$ cat config.mk
export PLATFORM = sky130hd
export DESIGN_NAME = ucd_top
export DESIGN_NICKNAME = d
export VERILOG_FILES = /design/src/design/ucd_pkg.sv /design/src/design/ucd_top.sv /design/src/design/ucd_baud_gen.sv /design/src/design/ucd_rx_filter.sv
export VERILOG_INCLUDE_DIRS = /design/src /design/src/design
export SDC_FILE = /design/constraint.sdc
export NUM_CORES = 1
export LEC_CHECK = 0
export ABC_AREA = 1
export BUFFER_PORTS_ARGS = -buffer_cell sky130_fd_sc_hd__buf_2
export CAP_MARGIN = 10
export CELL_PAD_IN_SITES_DETAIL_PLACEMENT = 2
export CELL_PAD_IN_SITES_GLOBAL_PLACEMENT = 2
export CORE_MARGIN = 3
export CORE_UTILIZATION = 36
export CTS_CLUSTER_DIAMETER = 120
export DETAILED_ROUTE_END_ITERATION = 6
export GPL_TIMING_DRIVEN = 0
export PLACE_DENSITY_LB_ADDON = 0.1
export SLEW_MARGIN = 15
export SYNTH_ARGS = -nofsm -noshare
export SYNTH_HDL_FRONTEND = slang
export SYNTH_HIERARCHICAL = 1
export SYNTH_SLANG_ARGS = --single-unit
$ cat constraint.sdc
create_clock -name i_clk -period 4.85 [get_ports i_clk]
set_clock_uncertainty 0.15 [all_clocks]
set_input_delay 0.2425 -clock i_clk [delete_from_list [all_inputs] [get_ports i_clk]]
set_output_delay 0.2425 -clock i_clk [all_outputs]
set_load 0.05 [all_outputs]
$ cat src/design/ucd_regs.svh
// Register offsets, field positions, reset values and counts of the serial channel.
// Assumes an 8-bit register port with a 3-bit address.
`ifndef UCD_REGS_SVH
`define UCD_REGS_SVH

// Register offsets
`define UCD_ADDR_CTL 3'h0
`define UCD_ADDR_BCS 3'h1
`define UCD_ADDR_DIV 3'h2
`define UCD_ADDR_OPT 3'h3
`define UCD_ADDR_STS 3'h4
`define UCD_ADDR_RXB 3'h5
`define UCD_ADDR_TXB 3'h6

// Main control fields
`define UCD_CTL_PWR 7
`define UCD_CTL_TXE 6
`define UCD_CTL_RXE 5
`define UCD_CTL_DIR 4
`define UCD_CTL_PS1 3
`define UCD_CTL_PS0 2
`define UCD_CTL_CL 1
`define UCD_CTL_SL 0

// Option fields
`define UCD_OPT_SBT 7
`define UCD_OPT_SBL_HI 5
`define UCD_OPT_SBL_LO 3
`define UCD_OPT_TINV 1
`define UCD_OPT_RINV 0

// Status fields
`define UCD_STS_TBSY 7
`define UCD_STS_BRK 3
`define UCD_STS_PE 2
`define UCD_STS_FE 1
`define UCD_STS_OVE 0

// Reset values
`define UCD_RST_CTL 8'h10
`define UCD_RST_BCS 8'h00
`define UCD_RST_DIV 8'h10
`define UCD_RST_OPT 8'h00

// Counts
`define UCD_BRK_MIN_BITS 5'h0B
`define UCD_SBF_TX_BASE 5'h0D
`define UCD_DIV_MIN 8'h04
`define UCD_PRE_MAX 4'hA
`define UCD_EXT_SEL 4'hB

`endif

$ cat src/design/ucd_pkg.sv
// Types shared by the serial channel modules.
// Assumes the constants of ucd_regs.svh.
package ucd_pkg;

   typedef enum logic [1:0] {RX_IDLE, RX_START, RX_BITS, RX_BREAK} ucd_rx_st_t;

   typedef struct packed {
      logic [9:0] pre;
      logic       ext_d;
      logic       tick;
   } ucd_bg_t;

   typedef struct packed {
      logic [1:0] hist;
      logic       out;
   } ucd_flt_t;

   typedef struct packed {
      logic [7:0]  ctl;
      logic [7:0]  bcs;
      logic [7:0]  div;
      logic [7:0]  opt;
      logic [3:0]  sts;
      logic [7:0]  rxb;
      logic [7:0]  txb;
      logic        rx_full;
      logic        tx_full;
      logic        tx_busy;
      logic        tx_brk;
      logic [11:0] tx_sh;
      logic [4:0]  tx_left;
      logic [7:0]  tx_cnt;
      ucd_rx_st_t  rx_st;
      logic [7:0]  rx_cnt;
      logic [3:0]  rx_idx;
      logic [11:0] rx_sh;
      logic [4:0]  brk_cnt;
      logic [7:0]  rdata;
      logic        txd;
      logic        rx_irq;
      logic        tx_irq;
   } ucd_st_t;

endpackage

$ cat src/design/ucd_top.sv
// One asynchronous serial channel: registers, double-buffered receive and transmit paths.
// Assumes a one-cycle register port and serial pins synchronous to i_clk.
`timescale 1ns/10ps
`include "ucd_regs.svh"
module ucd_top #(
   parameter int CHANNEL = 0
) (
   input  wire logic       i_clk,
   input  wire logic       i_rst,
   input  wire logic [2:0] i_addr,
   input  wire logic [7:0] i_wdata,
   input  wire logic       i_wr,
   input  wire logic       i_rd,
   input  wire logic       i_rxd,
   input  wire logic       i_ext_sclk,
   output logic      [7:0] o_rdata,
   output logic            o_txd,
   output logic            o_rx_irq,
   output logic            o_tx_irq
);
   import ucd_pkg::*;

   // Bit order: identity for LSB first, reversed for MSB first (self-inverse)
   function automatic logic [7:0] order_bits(input logic [7:0] d, input logic [7:0] ctl);
      logic [7:0] v;
      v = d;
      if (!ctl[`UCD_CTL_DIR])
         for (int i = 0; i < 8; i++)
            v[i] = ctl[`UCD_CTL_CL] ? d[7 - i] : ((i < 7) ? d[6 - i] : 1'b0);
      return v;
   endfunction

   // Frame length in bits including start and stop bits
   function automatic logic [4:0] frame_len(input logic [7:0] ctl);
      return 5'h01 + (ctl[`UCD_CTL_CL] ? 5'h08 : 5'h07)
             + {4'h0, |ctl[`UCD_CTL_PS1:`UCD_CTL_PS0]} + (ctl[`UCD_CTL_SL] ? 5'h02 : 5'h01);
   endfunction

   // Parity bit: zero, odd or even over the data bits
   function automatic logic par_bit(input logic [7:0] d, input logic [7:0] ctl);
      case (ctl[`UCD_CTL_PS1:`UCD_CTL_PS0])
         2'b10:   return ~^d;
         2'b11:   return ^d;
         default: return 1'b0;
      endcase
   endfunction

   // Full frame, first bit out in bit 0
   function automatic logic [11:0] tx_frame(input logic [7:0] d, input logic [7:0] ctl);
      logic [11:0] v;
      logic [7:0]  od;
      logic [3:0]  nb;
      v = 12'hFFF;
      od = order_bits(d, ctl);
      nb = ctl[`UCD_CTL_CL] ? 4'h8 : 4'h7;
      v[0] = 1'b0;
      for (int i = 0; i < 8; i++)
         if (i < int'(nb))
            v[1 + i] = od[i];
      if (|ctl[`UCD_CTL_PS1:`UCD_CTL_PS0])
         v[nb + 4'h1] = par_bit(d & (ctl[`UCD_CTL_CL] ? 8'hFF : 8'h7F), ctl);
      return v;
   endfunction

   ucd_st_t     r;
   ucd_st_t     n;
   logic        tick;
   logic        rx_line;
   logic [7:0]  dv;
   logic        pwr;
   logic        tx_on;
   logic        rx_on;
   logic        tx_wr_ok;
   logic        rd_rx;
   logic        rx_done;
   logic        tx_load;
   logic        bit_out;
   logic [4:0]  rx_need;
   logic [11:0] sh_new;
   logic [7:0]  rx_data;
   logic        rx_par;

   // Base clock enable from the clock select register
   ucd_baud_gen #(
      .CHANNEL   (CHANNEL)
   ) u_baud (
      .i_clk     (i_clk),
      .i_rst     (i_rst),
      .i_en      (r.ctl[`UCD_CTL_PWR]),
      .i_sel     (r.bcs[3:0]),
      .i_ext_sclk(i_ext_sclk),
      .o_tick    (tick)
   );

   // Input inversion ahead of the noise filter
   ucd_rx_filter u_filt (
      .i_clk (i_clk),
      .i_rst (i_rst),
      .i_din (i_rxd ^ r.opt[`UCD_OPT_RINV]),
      .o_dout(rx_line)
   );

   // Next state of the whole channel
   always_comb
   begin
      n = r;
      pwr = r.ctl[`UCD_CTL_PWR];
      tx_on = pwr & r.ctl[`UCD_CTL_TXE];
      rx_on = pwr & r.ctl[`UCD_CTL_RXE];
      dv = (r.div < `UCD_DIV_MIN) ? `UCD_DIV_MIN : r.div;
      tx_wr_ok = i_wr && i_addr == `UCD_ADDR_TXB && tx_on && !r.tx_full;
      rd_rx = i_rd && i_addr == `UCD_ADDR_RXB;
      rx_done = 1'b0;
      tx_load = 1'b0;
      rx_need = frame_len(r.ctl) - (r.ctl[`UCD_CTL_SL] ? 5'h02 : 5'h01);
      sh_new = r.rx_sh;
      sh_new[r.rx_idx] = rx_line;
      rx_data = order_bits(sh_new[7:0] & (r.ctl[`UCD_CTL_CL] ? 8'hFF : 8'h7F), r.ctl);
      rx_par = r.ctl[`UCD_CTL_CL] ? sh_new[8] : sh_new[7];
      n.rdata = 8'h00;

      // Register writes; status bits clear on a one
      if (i_wr)
         case (i_addr)
            `UCD_ADDR_CTL: n.ctl = i_wdata;
            `UCD_ADDR_BCS: n.bcs = i_wdata;
            `UCD_ADDR_DIV: n.div = i_wdata;
            `UCD_ADDR_OPT: n.opt = i_wdata;
            `UCD_ADDR_STS: n.sts = r.sts & ~i_wdata[3:0];
            default: ;
         endcase
      if (tx_wr_ok)
      begin
         n.txb = i_wdata;
         n.tx_full = 1'b1;
      end
      if (rd_rx)
         n.rx_full = 1'b0;

      // Transmit path
      if (!tx_on)
      begin
         n.tx_busy = 1'b0;
         n.tx_full = 1'b0;
         n.opt[`UCD_OPT_SBT] = 1'b0;
      end
      else if (r.tx_busy)
      begin
         if (tick)
         begin
            if (r.tx_cnt >= dv - 8'h01)
            begin
               n.tx_cnt = 8'h00;
               n.tx_sh = {1'b1, r.tx_sh[11:1]};
               n.tx_left = r.tx_left - 5'h01;
               if (r.tx_left == 5'h01)
               begin
                  n.tx_busy = 1'b0;
                  if (r.tx_brk)
                     n.opt[`UCD_OPT_SBT] = 1'b0;
               end
            end
            else
               n.tx_cnt = r.tx_cnt + 8'h01;
         end
      end
      else if (r.opt[`UCD_OPT_SBT])
      begin
         // Break field: 13 plus the length select field, then one stop bit
         n.tx_busy = 1'b1;
         n.tx_brk = 1'b1;
         n.tx_cnt = 8'h00;
         n.tx_left = `UCD_SBF_TX_BASE + {2'b00, r.opt[`UCD_OPT_SBL_HI:`UCD_OPT_SBL_LO]} + 5'h01;
      end
      else if (r.tx_full)
      begin
         tx_load = 1'b1;
         n.tx_full = 1'b0;
         n.tx_busy = 1'b1;
         n.tx_brk = 1'b0;
         n.tx_cnt = 8'h00;
         n.tx_sh = tx_frame(r.txb, r.ctl);
         n.tx_left = frame_len(r.ctl);
      end

      // Line level: idle high unless inverted, break low until its stop bit
      bit_out = n.tx_busy ? (n.tx_brk ? (n.tx_left <= 5'h01) : n.tx_sh[0]) : 1'b1;
      n.txd = bit_out ^ r.opt[`UCD_OPT_TINV];

      // Receive path
      if (!rx_on)
         n.rx_st = RX_IDLE;
      else if (tick)
         case (r.rx_st)
            RX_IDLE:
               if (!rx_line)
               begin
                  n.rx_st = RX_START;
                  n.rx_cnt = 8'h00;
               end
            RX_START:
               if (r.rx_cnt >= {1'b0, dv[7:1]})
               begin
                  n.rx_st = rx_line ? RX_IDLE : RX_BITS;
                  n.rx_cnt = 8'h00;
                  n.rx_idx = 4'h0;
                  n.rx_sh = 12'h000;
               end
               else
                  n.rx_cnt = r.rx_cnt + 8'h01;
            RX_BITS:
               if (r.rx_cnt >= dv - 8'h01)
               begin
                  n.rx_cnt = 8'h00;
                  n.rx_sh = sh_new;
                  n.rx_idx = r.rx_idx + 4'h1;
                  if ({1'b0, r.rx_idx} == rx_need - 5'h01)
                  begin
                     if (!rx_line && r.rx_sh == 12'h000)
                     begin
                        n.rx_st = RX_BREAK;
                        n.brk_cnt = rx_need + 5'h01;
                     end
                     else
                     begin
                        n.rx_st = RX_IDLE;
                        rx_done = 1'b1;
                        n.rxb = rx_data;
                        n.rx_full = 1'b1;
                        if (!rx_line)
                           n.sts[`UCD_STS_FE] = 1'b1;
                        if (r.ctl[`UCD_CTL_PS1] && rx_par != par_bit(rx_data, r.ctl))
                           n.sts[`UCD_STS_PE] = 1'b1;
                        if (r.rx_full && !rd_rx)
                           n.sts[`UCD_STS_OVE] = 1'b1;
                     end
                  end
               end
               else
                  n.rx_cnt = r.rx_cnt + 8'h01;
            RX_BREAK:
               if (r.rx_cnt >= dv - 8'h01)
               begin
                  n.rx_cnt = 8'h00;
                  if (!rx_line)
                     n.brk_cnt = (r.brk_cnt == 5'h1F) ? r.brk_cnt : r.brk_cnt + 5'h01;
                  else
                  begin
                     n.rx_st = RX_IDLE;
                     if (r.brk_cnt >= `UCD_BRK_MIN_BITS)
                        n.sts[`UCD_STS_BRK] = 1'b1;
                     else
                        n.sts[`UCD_STS_FE] = 1'b1;
                  end
               end
               else
                  n.rx_cnt = r.rx_cnt + 8'h01;
            default: n.rx_st = RX_IDLE;
         endcase

      // Power off clears the status flags and the receive full flag
      if (!pwr)
      begin
         n.sts = 4'h0;
         n.rx_full = 1'b0;
      end
      n.rx_irq = rx_done;
      n.tx_irq = tx_load;

      // Read data for the cycle after the strobe
      if (i_rd)
         case (i_addr)
            `UCD_ADDR_CTL: n.rdata = r.ctl;
            `UCD_ADDR_BCS: n.rdata = r.bcs;
            `UCD_ADDR_DIV: n.rdata = r.div;
            `UCD_ADDR_OPT: n.rdata = r.opt;
            `UCD_ADDR_STS: n.rdata = {r.tx_busy | r.tx_full, 3'b000, r.sts};
            `UCD_ADDR_RXB: n.rdata = r.rxb;
            `UCD_ADDR_TXB: n.rdata = r.txb;
            default:       n.rdata = 8'h00;
         endcase
   end

   // State register
   always_ff @(posedge i_clk)
   begin
      if (i_rst)
      begin
         r <= '0;
         r.ctl <= `UCD_RST_CTL;
         r.bcs <= `UCD_RST_BCS;
         r.div <= `UCD_RST_DIV;
         r.opt <= `UCD_RST_OPT;
         r.rx_st <= RX_IDLE;
         r.txd <= 1'b1;
      end
      else
         r <= n;
   end

   assign o_rdata = r.rdata;
   assign o_txd = r.txd;
   assign o_rx_irq = r.rx_irq;
   assign o_tx_irq = r.tx_irq;
endmodule

$ cat src/design/ucd_baud_gen.sv
// Base clock enable of the channel: a power-of-two prescaler or the external clock pin.
// Assumes i_ext_sclk is synchronous to i_clk; only channel zero honours it.
`timescale 1ns/10ps
`include "ucd_regs.svh"
module ucd_baud_gen #(
   parameter int CHANNEL = 0
) (
   input  wire logic       i_clk,
   input  wire logic       i_rst,
   input  wire logic       i_en,
   input  wire logic [3:0] i_sel,
   input  wire logic       i_ext_sclk,
   output logic            o_tick
);
   import ucd_pkg::*;

   ucd_bg_t r;
   ucd_bg_t n;
   logic [3:0] sel_c;

   // Prescale by 2^sel with sel capped at 10, or follow rising edges of the external clock
   always_comb
   begin
      n = r;
      n.tick = 1'b0;
      n.ext_d = i_ext_sclk;
      sel_c = (i_sel > `UCD_PRE_MAX) ? `UCD_PRE_MAX : i_sel;
      if (!i_en)
      begin
         n.pre = 10'h000;
      end
      else if (i_sel == `UCD_EXT_SEL && CHANNEL == 0)
      begin
         n.tick = i_ext_sclk & ~r.ext_d;
      end
      else if (r.pre >= ((10'h001 << sel_c) - 10'h001))
      begin
         n.pre = 10'h000;
         n.tick = 1'b1;
      end
      else
      begin
         n.pre = r.pre + 10'h001;
      end
   end

   // State register
   always_ff @(posedge i_clk)
   begin
      if (i_rst)
         r <= '{pre: 10'h000, ext_d: 1'b0, tick: 1'b0};
      else
         r <= n;
   end

   assign o_tick = r.tick;
endmodule

$ cat src/design/ucd_rx_filter.sv
// Digital noise filter on the serial input: a level passes after three equal samples.
// Assumes the input is synchronous to i_clk and already corrected for inversion.
`timescale 1ns/10ps
module ucd_rx_filter (
   input  wire logic i_clk,
   input  wire logic i_rst,
   input  wire logic i_din,
   output logic      o_dout
);
   import ucd_pkg::*;

   ucd_flt_t r;
   ucd_flt_t n;

   // Take a new level only when it has held for three samples
   always_comb
   begin
      n = r;
      n.hist = {r.hist[0], i_din};
      if (r.hist[1] == r.hist[0] && r.hist[0] == i_din)
         n.out = i_din;
   end

   // State register, idle line after reset
   always_ff @(posedge i_clk)
   begin
      if (i_rst)
         r <= '{hist: 2'b11, out: 1'b1};
      else
         r <= n;
   end

   assign o_dout = r.out;
endmodule

# Word-level counts from Yosys, hierarchy flattened

Index checks and enable logic that the tools add are counted.

Equality and inequality tests: 30
Reduce and logical (&&, ||, !) cells: 42
$lt $le $gt $ge: 20
Bitwise operators: 20
Multiplexer cells: 164
Shifts and indexed selects: 1
Add/subtract/negate cells: 17

Operators with widths:

| operator                                                             | number |
|---|---|
| 1-bit 2-to-1 mux                                                     | 108 |
| 8-bit 2-to-1 mux                                                     | 8 |
| 12-bit 2-to-1 mux                                                    | 5 |
| 8-bit case mux with 7 select lines                                   | 1 |
| 25-bit 2-to-1 mux                                                    | 2 |
| 10-bit case mux with 4 select lines                                  | 1 |
| 11-bit 2-to-1 mux                                                    | 3 |
| 16-bit case mux with 2 select lines                                  | 1 |
| 28-bit 2-to-1 mux                                                    | 1 |
| 26-bit 2-to-1 mux                                                    | 1 |
| 5-bit 2-to-1 mux                                                     | 5 |
| 12-bit bitwise mux                                                   | 2 |
| 21-bit 2-to-1 mux                                                    | 1 |
| 10-bit 2-to-1 mux                                                    | 2 |
| 2-bit 2-to-1 mux                                                     | 9 |
| 2-bit != test (second input constant)                                | 9 |
| 17-bit 2-to-1 mux                                                    | 1 |
| 8-bit by 1-bit adder with 8-bit output (second input constant)       | 2 |
| 8-bit bitwise AND                                                    | 2 |
| 8-bit >= comparator                                                  | 2 |
| 3-bit by 4-bit < comparator with 1-bit output (first input constant) | 4 |
| 16-bit 2-to-1 mux                                                    | 1 |
| 4-bit 2-to-1 mux                                                     | 4 |
| 8-bit XNOR reduction                                                 | 2 |
| 62 further kinds                                                     | 117 |

Flip-flop bits (word level): 138

# Depth between registers and ports, before layout

Word-level depth: 25
Gate-level depth with buffers: 27
Mapped depth without buffers: 27

# Hierarchy

Netlist, hierarchy kept.

By module, submodules not included:

| module        | instances | area each (um^2) | cells each | sequential area each (um^2) |
|---|---|---|---|---|
| ucd_top       | 1         | 7,558.5          | 1,076      | 2,462.4 |
| ucd_baud_gen  | 1         | 998.5            | 138        | 240.2 |
| ucd_rx_filter | 1         | 100.1            | 12         | 60.1 |

# Worst setup path before layout

OpenSTA, ideal clock, no wires.

Kind: register -> register
From: register r[115] in the netlist's numbering
To: register r[89] in the netlist's numbering
Required time: 4,630 ps
Period minus slack after synthesis: 3,468 ps
Arrival: 3,248 ps
Setup slack: 1,382 ps
Setup time: 70 ps
Stages on the path, launching flop included: 19
Cell sequence: dfxtp_1 inv_1 ha_1 inv_1 ha_1 ha_1 fa_1 inv_1 ha_1 xor2_1 xor2_1 nor3_1 nand2_1 inv_1 nand4_1 buf_4 nor2_1 nand3_1 a21oi_1

Word-level cells in the longest chain between the ends: 10

RTL lines:

| element                                          | RTL line                      | source |
|---|---|---|
| start: declaration                               | ucd_top.sv:65                 | `ucd_st_t r;` |
| start signal: assignment                         | ucd_top.sv:298                | `r <= n;` |
| 2-bit 2-to-1 mux *                               | ucd_top.sv:36, ucd_top.sv:115 |  |
| 5-bit by 2-bit adder with 5-bit output           | ucd_top.sv:35                 | `` return 5'h01 + (ctl[`UCD_CTL_CL] ? 5'h08 : 5'h07) `` |
| 5-bit subtractor *                               | ucd_top.sv:115                | `` rx_need = frame_len(r.ctl) - (r.ctl[`UCD_CTL_SL] ? 5'h02 : 5'h01); `` |
| 5-bit by 1-bit subtractor with 5-bit output *    | ucd_top.sv:217                | `if ({1'b0, r.rx_idx} == rx_need - 5'h01)` |
| 4-bit by 5-bit equality test with 1-bit output * | ucd_top.sv:217                |  |
| 11-bit 2-to-1 mux *                              | ucd_top.sv:217                |  |
| 11-bit 2-to-1 mux *                              | ucd_top.sv:212                | `if (r.rx_cnt >= dv - 8'h01)` |
| 1-bit 2-to-1 mux *                               | ucd_top.sv:194                | `case (r.rx_st)` |
| 12-bit 2-to-1 mux *                              | ucd_top.sv:193                | `else if (tick)` |
| 12-bit 2-to-1 mux *                              | ucd_top.sv:191                | `if (!rx_on)` |

Every way passes the cells marked *; elsewhere a longest branch is shown, timed or not.
A chain may end at the register's enable or synchronous reset.

# Worst setup path after layout

From: register r[115] in the netlist's numbering
To: register r[79] in the netlist's numbering

Word-level cells in the longest chain between the ends: 6

RTL lines:

| element                                          | RTL line |
|---|---|
| 2-bit 2-to-1 mux *                               | ucd_top.sv:36, ucd_top.sv:115 |
| 5-bit by 2-bit adder with 5-bit output           | ucd_top.sv:35 |
| 5-bit subtractor *                               | ucd_top.sv:115 |
| 5-bit by 1-bit subtractor with 5-bit output *    | ucd_top.sv:217 |
| 4-bit by 5-bit equality test with 1-bit output * | ucd_top.sv:217 |
| 6-bit AND reduction (no source line) *           | -- |

Marked as above.

==> impl_metrics.ini <==
[run_status]
status = complete, no violations

[place]
io_buffers = 27
placedCellCount = 1572
routabilityCongestion = 0.8313
dp_hpwl_mm = 24.68

[timing]
final.setup.tns_ns = 0
fmaxAchievable_mhz = 227.9
worstMarginPinSlew_ns = 1.083
hold_slack_ns = 0.01547
timing.final.crit_period_ns = 4.388
timing_hold_violations_final = 0
finalSetupViolations = 0
final_min_period_over_clock_period_pct = 90.48
slew_viol_final = 0
slew-limit-headroom_pct = 26.68
rsz0062_at_grt = false

[min_path]
hold_path_end = r[78]
timing.hold.worst_path_depth = 3
min-delay-path-class = input port to flop
hp-start = i_wdata[7]

[clocking]
number_of_h_tree_branching_levels = 4
clkSlewWorstSetupHoldPaths_ns = 0.06
clock_tree_from_tritoncts = yes
cts.sink_count = 138
cts.root.buffer_cell = sky130_fd_sc_hd__clkbuf_16
clk-insertion-delay-late_ns = 0.42
cts_made_buffers = 17
cts_resized = 0
clock_tree.buffer_depth = 2

[worst_setup_path]
rr_startpoint = r[115]
timing.critical_path.cells = inv_1 > ha_1 > inv_1 > ha_1 > ha_1 > fa_1 > inv_1 > ha_1 > xor2_1 > xor2_1 > nor3_1 > nand2_1 > inv_1 > nand4_1 > nor3_1 > a21oi_1
timing.critical_path.required_ns = 4.97
worst_ep_arrival_time_ns = 4.51
critical_path.reg2reg.endpoint = r[79]
worst-r2r-setup-slack_ns = 0.46
worstRegToRegCells = 16
worst_setup_path_end_kind = flop
timing.critical_path.slowest_stage_cell = sky130_fd_sc_hd__fa_1
critPathMaxStageDelay_ns = 0.59
setup_cp_type = flop to flop
critical_path.startpoint_type = flop
crit_path_max_fanout = 5

[synthesis]
asyncSetResetFlopFracSynth_pct = 0
yosys-top-cells-area = sky130_fd_sc_hd__dfxtp_1 32%, sky130_fd_sc_hd__nand2_1 9.7%, sky130_fd_sc_hd__inv_1 7.1%
yosysSeqAreaShare_pct = 31.91
netlist_area_sq_um = 8657
synth.lib_cells_used.distinct = 57
synthesis.area_per_instance_sq_um = 7.061
synth_top_area_cell = sky130_fd_sc_hd__dfxtp_1
yosys_most_used_dff = sky130_fd_sc_hd__dfxtp_1
post-synth-top-count-cell = sky130_fd_sc_hd__nand2_1
synth_cells = 1226
mappedNetlistNets = 1292
fraction_of_synthesized_cell_area_taken_by_the_top_area_cell_type_pct = 31.91
ys.warnings.count = 6
count_of_flip_flops_with_a_built_in_enable_after_synthesis = 0
synth_commonest_cells = 224 x sky130_fd_sc_hd__nand2_1, 164 x sky130_fd_sc_hd__inv_1, 138 x sky130_fd_sc_hd__dfxtp_1
ys_ff_latch = 138

[global_route]
grt_antenna_before_repair = 0
first_global_vias = 9368
grt_overflow = 0
maximum_number_of_pins_on_one_net_before_global_route_repair = 17
wire_length_of_the_first_global_routing_pass_mm = 52.42
grt_use_total_pct = 25.64

[floorplanning]
top_level_ports = 28
floorplan.die_area_sq_um = 25940
dieHeight_um = 161.1
placeableCoreArea_sq_um = 23540
initial_core_utilization_pct = 36.77
die-width_um = 161.1
rows = 56

[detailed_routing]
drt_first_iter_violations = 457
route.detailed.wl_per_inst_um = 20.37
detail_route_antenna_nets = 0
routed_wirelength_mm = 32.67
vias_per_cell = 5.408
dr.pass1.iters = 5
vias = 8675
detail_route.drc_violations = 0

[final_layout]
instances_no_fill = 1604
antennaDiodeCount = 0
drive_above_1_share_pct = 10.12
syn_to_final_growth_pct = 13.31
layout.nets = 1340
postLayoutCoreUtil_pct = 41.67

[flow_run]
number_of_max_capacitance_violations_reported = 0

[pwr]
static-leakage-power_nw = 3.995
peakVddDrop_mv = 0.1699
power.density_cell_area_nw_per_um2 = 285.3
fin_total_pwr_mw = 2.798
[cell families (layout without fill, tap and decap cells)]
group                      after synthesis  count (layout)  synth area share, %
xor gates and xnor gates                42              42                4.249
adders and majority gates               49              49                7.255
and+or+nand+nor                        484             484                25.97
buffers and inverters                  216             275                10.78
AOI/OAI and AO/OA                      296             296                19.71
muxes                                    1               1               0.1156
DFF                                    138             138                31.91
[timing repair]
action | CTS | global route
hold buffers | 2 | 0
buffers inserted | 0 | 0
hold endpoints to repair | 1 | 0
[worst max-delay path by stage]
| stage | startpoint | end |
|---|---|---|
| floorplan | r[115] | r[89] |
| global placement | r[115] | r[79] |
| detailed placement | r[115] | r[79] |
| CTS | r[115] | r[79] |
| global route | r[115] | r[79] |
| finish | r[115] | r[79] |
[placed cells by master (no fill, tap or decap), types with 11 or more instances in the layout]
cell type,synthesis,layout
sky130_fd_sc_hd__nand2_1,224,224
sky130_fd_sc_hd__dfxtp_1,138,138
sky130_fd_sc_hd__nand3_1,56,56
sky130_fd_sc_hd__a21oi_1,108,108
sky130_fd_sc_hd__o21ai_1,11,11
sky130_fd_sc_hd__inv_1,164,164
sky130_fd_sc_hd__clkbuf_16,0,17
sky130_fd_sc_hd__buf_2,4,31
sky130_fd_sc_hd__xor2_1,28,28
sky130_fd_sc_hd__nor2_1,114,114
sky130_fd_sc_hd__a31oi_1,13,13
sky130_fd_sc_hd__nand4_1,28,28
sky130_fd_sc_hd__clkbuf_1,16,19
sky130_fd_sc_hd__o21ai_0,98,98
sky130_fd_sc_hd__buf_4,14,14
sky130_fd_sc_hd__nor3_1,18,18
sky130_fd_sc_hd__xnor2_1,14,14
sky130_fd_sc_hd__ha_1,47,47
[sequential cells by signal, summed over array words and instances (netlist names)]
register,count
r,111
u_baud/r,11
o_rdata,8
o_rx_irq,1
o_tx_irq,1
o_txd,1
pwr,1
u_baud/o_tick,1
u_filt/n,1
u_filt/o_dout,1
u_filt/r,1
[cell type report]
class | instances | area [sq um]
flip-flops and latches | 138 | 2763
inverters | 174 | 658.1
clock inverters | 9 | 147.6
plain buffers | 42 | 275.3
well taps | 319 | 399.1
fillers | 2843 | 13730
repair buffers | 29 | 155.1
multi-input cells | 872 | 4961
clock buffers | 21 | 450.4
[metrics by stage]
step | area, sq um | setup slack [ns]
global route | 9809 | 0.08500
global placement | 9191 | 0.6341
floorplan | 8657 | 1.382
CTS | 9809 | 0.4758
detailed placement | 9191 | 0.5373
finish | 9809 | 0.4617
[power by group]
group	switching [mW]	leakage, nW	internal, mW
Clock	0.513	0.293	0.865
Sequential	0.0119	1.11	1.15
Combinational	0.179	2.59	0.0832
Total	0.704	3.99	2.09
[worst max-delay path, delay by kind of cell (launching register included)]
kind / cells / cell delay [ns]
DFF: 1 / 0.52
and+or+nand+nor: 4 / 0.95
xor gates and xnor gates: 2 / 0.33
AOI/OAI and AO/OA: 1 / 0.15
buffers and inverters: 4 / 0.44
adders and majority gates: 5 / 1.68
[per-layer routing]
layer	GRT usage, %	vias to the layer above	wire length (um)
met3	4.258	48	1073
met5	0	-	0
li1	-	4182	-
met2	45.45	127	16250
met4	7.900	0	838
met1	31.86	4318	14510
No activity file was read; power rests on OpenSTA's default activity.
